## src/rtl/aslr_pkg.sv

```systemverilog
package aslr_pkg;

   // -----------------------------------------------------------------
   // Widths and field positions
   // -----------------------------------------------------------------
   localparam int WORD_W = 24;
   localparam int EXT_W = 8;
   localparam int LONG_W = 48;
   localparam int ACC_W = 56;
   localparam int IMM_W = 8;
   localparam int UPPER_LSB = 24;
   localparam int UPPER_MSB = 47;
   localparam int NUM_ACC = 2;

   // -----------------------------------------------------------------
   // Saturation constants
   // -----------------------------------------------------------------
   localparam logic [23:0] SAT_POS_WORD = 24'h7fffff;
   localparam logic [23:0] SAT_NEG_WORD = 24'h800000;
   localparam logic [23:0] SAT_POS_LOW = 24'hffffff;
   localparam logic [23:0] SAT_NEG_LOW = 24'h000000;
   localparam logic [23:0] ZERO_WORD = 24'h000000;

   // -----------------------------------------------------------------
   // Rounding constants, one set per scaling mode; the reserved code uses the no-scale set
   // -----------------------------------------------------------------
   localparam logic [55:0] LOWER_MASK = 56'h00_000000_ffffff;
   localparam logic [55:0] HALF_NONE = 56'h00_000000_800000;
   localparam logic [55:0] MASK_NONE = 56'h00_000000_ffffff;
   localparam logic [55:0] HALF_DOWN = 56'h00_000001_000000;
   localparam logic [55:0] MASK_DOWN = 56'h00_000001_ffffff;
   localparam logic [55:0] HALF_UP = 56'h00_000000_400000;
   localparam logic [55:0] MASK_UP = 56'h00_000000_7fffff;

   // -----------------------------------------------------------------
   // Enumerations
   // -----------------------------------------------------------------
   typedef enum logic [1:0] {
      SCALE_NONE = 2'b00,
      SCALE_DOWN = 2'b01,
      SCALE_UP = 2'b10,
      SCALE_RSVD = 2'b11
   } aslr_scale_t;

   typedef enum logic [1:0] {
      PART_FULL = 2'b00,
      PART_EXT = 2'b01,
      PART_UPPER = 2'b10,
      PART_LOWER = 2'b11
   } aslr_part_t;

   typedef enum logic [2:0] {
      OP_WORD = 3'b000,
      OP_LONG = 3'b001,
      OP_EXT = 3'b010,
      OP_UPPER = 3'b011,
      OP_LOWER = 3'b100,
      OP_IMM = 3'b101,
      OP_MPY = 3'b110,
      OP_RND = 3'b111
   } aslr_op_t;

   // -----------------------------------------------------------------
   // Carriers
   // -----------------------------------------------------------------
   typedef struct packed {
      logic valid;
      logic acc_sel;
      aslr_op_t op;
      logic [47:0] data;
   } aslr_wr_t;

   typedef struct packed {
      logic valid;
      logic acc_sel;
      aslr_part_t part;
   } aslr_rd_t;

   typedef struct packed {
      logic valid;
      logic acc_sel;
   } aslr_long_rd_t;

   typedef struct packed {
      logic valid;
      logic limited;
      logic [23:0] data;
   } aslr_bus_t;

endpackage

```

## src/rtl/aslr_shift_limit.sv

```systemverilog
`timescale 1ns/1ps

// Scaling shifter followed by limiter for one data bus path.
module aslr_shift_limit
   import aslr_pkg::*;
(
   input wire logic [55:0] acc,
   input wire aslr_pkg::aslr_scale_t scale,
   output logic [23:0] upper,
   output logic [23:0] lower,
   output logic ovf
);
   import aslr_pkg::*;

   // ----------------------------------------------------------------
   // Shifter
   // ----------------------------------------------------------------
   wire logic [55:0] shl = {acc[54:0], 1'h0};
   wire logic [55:0] shr = {acc[55], acc[55:1]};
   // Reserved scale code passes the value unshifted.
   wire logic [55:0] shifted = (scale == SCALE_UP) ? shl :
                               (scale == SCALE_DOWN) ? shr : acc;

   // ----------------------------------------------------------------
   // Limiter
   // ----------------------------------------------------------------
   // The test runs on the shifted value, so a left scale can itself
   // push a value out of range.
   wire logic [8:0] top = shifted[55:47];
   assign ovf = !((top == '0) || (top == '1));
   // Sign comes from the extension MSB before scaling; a left scale can alter that bit.
   wire logic neg = acc[55];
   assign upper = !ovf ? shifted[UPPER_MSB:UPPER_LSB] :
                  neg ? SAT_NEG_WORD : SAT_POS_WORD;
   assign lower = !ovf ? shifted[WORD_W-1:0] :
                  neg ? SAT_NEG_LOW : SAT_POS_LOW;

endmodule

```

## src/rtl/aslr_datapath.sv

```systemverilog
`timescale 1ns/1ps

module aslr_datapath
   import aslr_pkg::*;
(
   input wire logic mclk,
   input wire logic nrst,
   input wire aslr_pkg::aslr_scale_t scale,
   input wire aslr_pkg::aslr_wr_t wr,
   input wire aslr_pkg::aslr_rd_t first_rd,
   input wire aslr_pkg::aslr_rd_t second_rd,
   input wire aslr_pkg::aslr_long_rd_t long_rd,
   output aslr_pkg::aslr_bus_t first_operand_bus,
   output aslr_pkg::aslr_bus_t second_operand_bus,
   output logic [55:0] acc_a,
   output logic [55:0] acc_b
);
   import aslr_pkg::*;

   // ----------------------------------------------------------------
   // Helpers
   // ----------------------------------------------------------------
   // Gives extension and upper word for a word written to an accumulator.
   function automatic logic [31:0] sext_word(input logic [23:0] w);
      return {{EXT_W{w[WORD_W-1]}}, w};
   endfunction

   function automatic logic [55:0] sext_long(input logic [47:0] l);
      return {{EXT_W{l[LONG_W-1]}}, l};
   endfunction

   // Picks the raw part of an accumulator for an unlimited read.
   function automatic logic [23:0] raw_part(input logic [55:0] a,
                                            input aslr_part_t p);
      logic [23:0] r;
      r = ZERO_WORD;
      case (p)
         // The extension reads back sign-extended, so it keeps its value
         // as a signed count of whole units on the wider bus.
         PART_EXT: r = {{(WORD_W-EXT_W){a[ACC_W-1]}},
                        a[ACC_W-1:LONG_W]};
         PART_UPPER: r = a[UPPER_MSB:UPPER_LSB];
         PART_LOWER: r = a[WORD_W-1:0];
         default: r = ZERO_WORD;
      endcase
      return r;
   endfunction

   // ----------------------------------------------------------------
   // Accumulator storage
   // ----------------------------------------------------------------
   // The 8 extension bits let a value grow to about +/-256 before
   // a true overflow.
   logic [55:0] acc_q [NUM_ACC];
   logic [55:0] acc_d;
   aslr_bus_t first_q, second_q, first_d, second_d;

   wire logic [55:0] wr_src = acc_q[wr.acc_sel];

   // ----------------------------------------------------------------
   // Convergent rounding
   // ----------------------------------------------------------------
   logic [55:0] rnd_half, rnd_mask;
   always_comb begin
      case (scale)
         SCALE_DOWN: begin
            rnd_half = HALF_DOWN;
            rnd_mask = MASK_DOWN;
         end
         SCALE_UP: begin
            rnd_half = HALF_UP;
            rnd_mask = MASK_UP;
         end
         default: begin
            rnd_half = HALF_NONE;
            rnd_mask = MASK_NONE;
         end
      endcase
   end

   wire logic [55:0] rnd_sum = wr_src + rnd_half;
   wire logic rnd_tie = (wr_src & rnd_mask) == rnd_half;
   // On a tie the added half always carries into the kept LSB; clearing
   // that bit afterwards leaves the even neighbour in both cases.
   wire logic [55:0] rnd_even = rnd_tie ? (rnd_sum & ~(rnd_half << 1))
                                        : rnd_sum;
   wire logic [55:0] rnd_res = rnd_even & ~rnd_mask & ~LOWER_MASK;
   // In scale-up mode the kept LSB sits in the lower word, which every
   // rounding clears too; the result then drops one bit of precision.

   // ----------------------------------------------------------------
   // Fractional multiply
   // ----------------------------------------------------------------
   // Minus one times minus one does not fit and wraps; nothing limits it.
   wire logic signed [47:0] mpy_int = $signed(wr.data[47:24]) *
                                      $signed(wr.data[23:0]);
   // Drop the duplicate sign bit and append a zero LSB.
   wire logic [47:0] mpy_frac = {mpy_int[46:0], 1'b0};

   // ----------------------------------------------------------------
   // Accumulator write path
   // ----------------------------------------------------------------
   wire logic [23:0] imm_word = {wr.data[IMM_W-1:0],
                                 {(WORD_W-IMM_W){1'b0}}};
   // Ops on the extension, upper or lower word alone never sign-extend.
   always_comb begin
      acc_d = wr_src;
      case (wr.op)
         OP_WORD: acc_d = {sext_word(wr.data[23:0]), ZERO_WORD};
         OP_LONG: acc_d = sext_long(wr.data);
         OP_EXT: acc_d = {wr.data[EXT_W-1:0], wr_src[47:0]};
         OP_UPPER: acc_d = {wr_src[55:48], wr.data[23:0], wr_src[23:0]};
         OP_LOWER: acc_d = {wr_src[55:24], wr.data[23:0]};
         OP_IMM: acc_d = {sext_word(imm_word), ZERO_WORD};
         OP_MPY: acc_d = sext_long(mpy_frac);
         OP_RND: acc_d = rnd_res;
         default: acc_d = wr_src;
      endcase
   end

   // ----------------------------------------------------------------
   // Read paths
   // ----------------------------------------------------------------
   // A long read drives the first bus path from its own accumulator.
   wire logic first_acc = long_rd.valid ? long_rd.acc_sel
                                        : first_rd.acc_sel;
   // The second limiter serves single-word reads only; a long read takes
   // both halves from the first one so the pair saturates together.
   logic [23:0] lim1_upper, lim1_lower, lim2_upper;
   logic lim1_ovf, lim2_ovf;

   aslr_shift_limit u_first_lim (
      .acc(acc_q[first_acc]),
      .scale(scale),
      .upper(lim1_upper),
      .lower(lim1_lower),
      .ovf(lim1_ovf)
   );

   aslr_shift_limit u_second_lim (
      .acc(acc_q[second_rd.acc_sel]),
      .scale(scale),
      .upper(lim2_upper),
      .lower(),
      .ovf(lim2_ovf)
   );

   // Part reads bypass the shifter and the limiter altogether.
   wire logic first_full = first_rd.part == PART_FULL;
   wire logic second_full = second_rd.part == PART_FULL;

   always_comb begin
      first_d = '0;
      second_d = '0;
      if (long_rd.valid) begin
         first_d = '{valid: 1'b1, limited: lim1_ovf,
                     data: lim1_upper};
         second_d = '{valid: 1'b1, limited: lim1_ovf,
                      data: lim1_lower};
      end else begin
         if (first_rd.valid) begin
            first_d.valid = 1'b1;
            first_d.limited = first_full && lim1_ovf;
            first_d.data = first_full ? lim1_upper
                         : raw_part(acc_q[first_rd.acc_sel],
                                    first_rd.part);
         end
         if (second_rd.valid) begin
            second_d.valid = 1'b1;
            second_d.limited = second_full && lim2_ovf;
            second_d.data = second_full ? lim2_upper
                          : raw_part(acc_q[second_rd.acc_sel],
                                     second_rd.part);
         end
      end
   end

   // ----------------------------------------------------------------
   // Registers
   // ----------------------------------------------------------------
   // Reads take the accumulator value from before a same-cycle write;
   // the limiter never feeds back into storage.
   // Reset also clears the bus words, so no stale valid outlives it.
   always_ff @(posedge mclk) begin
      if (!nrst) begin
         acc_q[0] <= '0;
         acc_q[1] <= '0;
         first_q <= '0;
         second_q <= '0;
      end else begin
         if (wr.valid) begin
            acc_q[wr.acc_sel] <= acc_d;
         end
         first_q <= first_d;
         second_q <= second_d;
      end
   end

   assign first_operand_bus = first_q;
   assign second_operand_bus = second_q;
   assign acc_a = acc_q[0];
   assign acc_b = acc_q[1];

endmodule

```

## config.mk

```make
export PLATFORM = sky130hd
export DESIGN_NAME = aslr_datapath
export DESIGN_NICKNAME = d
export VERILOG_FILES = /design/src/rtl/aslr_pkg.sv /design/src/rtl/aslr_shift_limit.sv /design/src/rtl/aslr_datapath.sv
export SDC_FILE = /design/constraint.sdc
export NUM_CORES = 2
export LEC_CHECK = 0
export BUFFER_PORTS_ARGS = -buffer_cell sky130_fd_sc_hd__buf_4
export CAP_MARGIN = 20
export CELL_PAD_IN_SITES_DETAIL_PLACEMENT = 2
export CELL_PAD_IN_SITES_GLOBAL_PLACEMENT = 2
export CORE_ASPECT_RATIO = 0.5
export CORE_MARGIN = 10
export CORE_UTILIZATION = 40
export CTS_BUF_LIST = sky130_fd_sc_hd__clkbuf_16
export DETAILED_ROUTE_END_ITERATION = 10
export GPL_ROUTABILITY_DRIVEN = 1
export GPL_TIMING_DRIVEN = 0
export PLACE_DENSITY = 0.91
export SKIP_CTS_REPAIR_TIMING = 1
export SLEW_MARGIN = 0
export SYNTH_ARGS = -nofsm -noshare
export SYNTH_HDL_FRONTEND = slang
export SYNTH_SLANG_ARGS = --single-unit
```

## constraint.sdc

```tcl
create_clock -name mclk -period 9.9 [get_ports mclk]
set_input_delay 0.99 -clock mclk [delete_from_list [all_inputs] [get_ports mclk]]
set_output_delay 0.99 -clock mclk [all_outputs]
set_load 0.03 [all_outputs]
```

* After elaboration in Yosys (flattened, before gate mapping) *
Memory sizes are Yosys's and may differ from the RTL's.
Index checks and enable logic that the tools add are counted.
W data, S select, Z words.

operators by class
  add/subtract/negate cells = 1
  $mul = 1
  divide/modulo/power cells = 0
  order comparisons = 0
  eq/ne operators = 18
  shift-type cells = 0
  multiplexer cells = 30
  bitwise logic cells = 5
  reduce and logical (&&, ||, !) cells = 12

operators with widths
  cell                  count
  $pmux W56 S8          1
  $mux W56              4
  $mux W24              8
  $and A56 B56 Y56      3
  $pmux W24 S3          2
  $not A56 Y56          2
  $mux W55              2
  $mux W26              4
  $pmux W25 S2          2
  $add A56 B56 Y56      1
  $eq A56 B56 Y1        1
  $reduce_or A56 Y1     1
  $mul A24 B24 Y47      1
  $eq A9 B9 Y1 const B  2
  $logic_not A9 Y1      2
  $eq A3 B3 Y1 const B  4
  $eq A2 B2 Y1 const B  5
  $mux W1               7
  $eq A2 B1 Y1 const B  3
  $eq A3 B2 Y1 const B  2
  $logic_not A2 Y1      2
  $eq A3 B1 Y1 const B  1
  $logic_not A3 Y1      1
  $logic_and A1 B1 Y1   2
  2 further kinds       4

storage, ports and cells
  bits in registers = 52
  latch bits = 0
  RAM bits = 112
  bits in read-only memories = 0
  input bits = 67
  output and inout bits = 164
  word-level logic and storage cells = 74
  memories kept = 1

memories
  name   depth  width  rd ports  clocked after memory_dff  wr ports  line                 source
  acc_q  2      56     6         0                         2         aslr_datapath.sv:54  logic [55:0] acc_q [NUM_ACC];

* Depth between registers and ports, before layout *
An unclocked memory read counts as a cell.

  depth after elaboration = 10
  depth in mapped cells = 29
  depth with buffers taken out = 26

* Cells and area by module *
From an unflattened synthesis, not the netlist that was laid out.

second synthesis, totals
  cells, all modules = 4011
  area, all modules = 37110.6 µm²

by module, submodules not included
  module            times used  cells an instance  area an instance (µm²)  sequential area each (µm²)
  aslr_datapath     1           3567               33289.4                 4404.2
  aslr_shift_limit  2           222                1910.6                  0.0

* Worst setup path before layout *
OpenSTA, ideal clock, no wires.

  kind = input to register
  start point = in wr[1] in the netlist's numbering
  end point = mem acc_q[0][55], data pin
  library setup time = 0.147 ns
  arrival time = 8.263 ns
  required time = 9.753 ns
  slack = 1.490 ns
  stages = 23
  buffers on the path = 3
  cells stage by stage = clkbuf_1 > clkbuf_1 > and2_1 > fa_1 > fa_1 > inv_1 > fa_1 > inv_1 > fa_1 > fa_1 > fa_1 > fa_1 > ha_1 > a21oi_1 > o211ai_1 > a21o_1 > a21oi_1 > o21a_1 > or4b_2 > o311ai_0 > a21oi_1 > clkbuf_1 > a21oi_1

RTL lines
  element             line                 source
  start: declaration  aslr_datapath.sv:9   input wire aslr_pkg::aslr_wr_t wr,
  end: declaration    aslr_datapath.sv:54

==> flow_summary.ini <==
[worst_setup_path]
critPathRequiredTime_ps = 10100
start_kind = input pin
cp_slowest_stage_delay_ps = 880
crit_top_cell = fa_1
end_kind = flip-flop
crit_type = input pin to flip-flop
crit_family = adder cells
cp_max_fo = 10
cp_slowest_cell = clkbuf_1
critPathBufInv = 8
cp.arrival_ps = 10040

[timing]
slew_viol_final = 0
clock.fmax_mhz = 102
finalSetupViolCount = 0
setup_slack_ps = 58.0
finClkSkew_ps = 17.8
slew_headroom_pct = 23.5
timing.final.crit_share_pct = 99.4
fin_crit_ps = 9840
grt_setup_unrepaired = false
hold_viol = 0
worst_pin_slew_ps = 1150
tns_ps = 0

[logic_synthesis]
avgSynthCellArea_um2 = 8.78
yosys_warnings = 0
synth_seq_cells = 164
yosysUniqueCellTypes = 82
synth_commonest_cells = 606 x inv_1, 599 x fa_1, 523 x nand2_1, 268 x and2_1, 254 x a21oi_1
synth_top_area_share_pct = 34.7
synth_edf_count = 112
yosys.area.top_type = fa_1
synth_area_um2 = 34600
synthCells = 3943
ys_async_sr_fraction_pct = 0
synth_nets = 4748
synth_ff_type = edfxtp_1
synth-seq-area-share_pct = 12.7
yosysMostFrequentCell = inv_1
synth.area.top_cells = fa_1 35%, edfxtp_1 9.7%, inv_1 6.6%, nand2_1 5.7%, ha_1 5.0%

[drt]
vias_per_cell = 6.47
dr_total_vias = 34800
routed-wl-met2_um = 89100
drc = 0
drt_pass1_iterations = 6
finalWirelength_um = 199000
drtIter0Drc = 4225
routedWlPerCell_um = 37.0
met3_length_um = 22100
wl_met1_um = 69200
dr.max_layer_used = met5
detail-route-antenna-nets = 0

[floorplan]
dieHeight_um = 228
die_w_um = 436
pin_count = 231
core_um2 = 85900
die-area_um2 = 99400
rows = 76
start_util_pct = 40.3

[clock_network]
clock-sinks = 164
cts_tree = done
insertion_delay_ps = 490
numCtsBuffers = 17
clk_pin_slew_ps = 80
cts_root_buffer = clkbuf_16
ctsLongestPathBuffers = 2
htree_levels = 4

[placement]
hpwl_um = 159000
placed_cells = 5334
port_buffers = 208
pre_cts_ws_ps = -1450
gp_congestion = 1.00

[global_route]
grt_max_degree = 38
overflow = 0
track_usage_pct = 38.8
grt_pass1_vias = 39200
antenna_found_initial = 22
grt_pass1_wl_um = 285000

[finish]
area_delta_synth_final_pct = 11.5
stdcell_count = 5385
layout.nets = 4984
post-route-util_pct = 44.9
drive_above_1_share_pct = 9.95

[hold_path]
hp-class = input pin to flip-flop

[outcome]
run_status = finished clean

[job]
drv_cap = 0
metal layers:
| metal | global-route usage [%] | up-vias |
|---|---|---|
| li1 | - | 13200 |
| met3 | 11.8 | 1094 |
| met1 | 44.6 | 17800 |
| met5 | 0.391 | - |
| met4 | 29.2 | 8 |
| met2 | 60.8 | 2764 |
stage by stage:
step	area (um^2)	hold slack (ps)
CTS	38400	742
finish	38600	746
floorplan	34600	971
detailed placement	37800	1110
global placement	37600	1060
global route	38600	757
worst reg2reg max path: stages (launching register included):
cell      delay [ps]
edfxtp_1         640
mux2i_1          560
inv_1            120
ha_1             330
a21o_1           180
a21oi_1          190
a2111o_1         600
nor4_4           470
nand4b_4         230
nor4_4           490
nand3b_2         240
o31a_1           360
nor3_1           460
a21oi_1          140
state kept, by name (all words and copies together), names as in the netlist:
register,count
acc_q,112
first_operand_bus,26
second_operand_bus,26
path summary, 6_finish.rpt:
check	slack [ps]	from	cells past startpoint	to
worst max-delay path	60	wr[40]	26	acc_q[1][48]$_SDFFCE_PN0P_
worst min-delay path	750	second_rd[3]	2	second_operand_bus[25]$_SDFF_PN0_
worst min register to register	1120	acc_q[0][31]$_SDFFCE_PN0P_	3	first_operand_bus[7]$_SDFF_PN0_
worst max register to register	4600	acc_q[1][23]$_SDFFCE_PN0P_	13	acc_q[0][55]$_SDFFCE_PN0P_
cells in the final DEF, fill, tap and decap left out, drive strengths merged, types with 19 or more instances in the layout:
cell,synthesis,layout
a21boi,30,30
xor2,21,21
diode,0,23
nor2b,39,39
clkbuf,216,222
nand2,523,523
mux2i,135,135
ha,139,139
a221oi,20,20
a22oi,19,19
o211ai,26,26
xnor2,43,43
dfxtp,52,52
nor2,226,226
nand2b,28,28
fa,599,599
buf,57,285
nor3,46,46
o21ai,94,94
inv,606,612
mux2,67,67
a21oi,254,254
a211oi,21,21
nand3,40,40
edfxtp,112,112
and2,269,269
o22ai,29,29
mux4,25,25
cell type report:
cell class                      instances  area, um^2
Multi-Input combinational cell       2898       26900
Tap cell                             1170        1460
Timing Repair Buffer                  228        1860
Antenna cell                           23        57.6
Inverter                              608        2280
Sequential cell                       164        4400
Clock buffer                           17         425
Clock inverter                         15         155
Fill cell                            9388       47300
Buffer                                262        1050
cells by family (layout without fill, tap and decap cells):
logic type                 count (synthesis)  in the layout  share of synthesized area, %
adders and majority gates                751            751                          40.1
muxes                                    227            227                          7.75
buffers and inverters                    881           1130                          9.67
AOI/OAI and AO/OA                        621            621                          11.3
DFF                                      164            164                          12.7
xor gates and xnor gates                  64             64                          1.62
other                                      0             23                             0
and+or+nand+nor                         1235           1235                          16.9
Power is left out: the tool's default activity adds up to more than one toggle a clock period on the data nets, which glitch-free logic cannot reach.
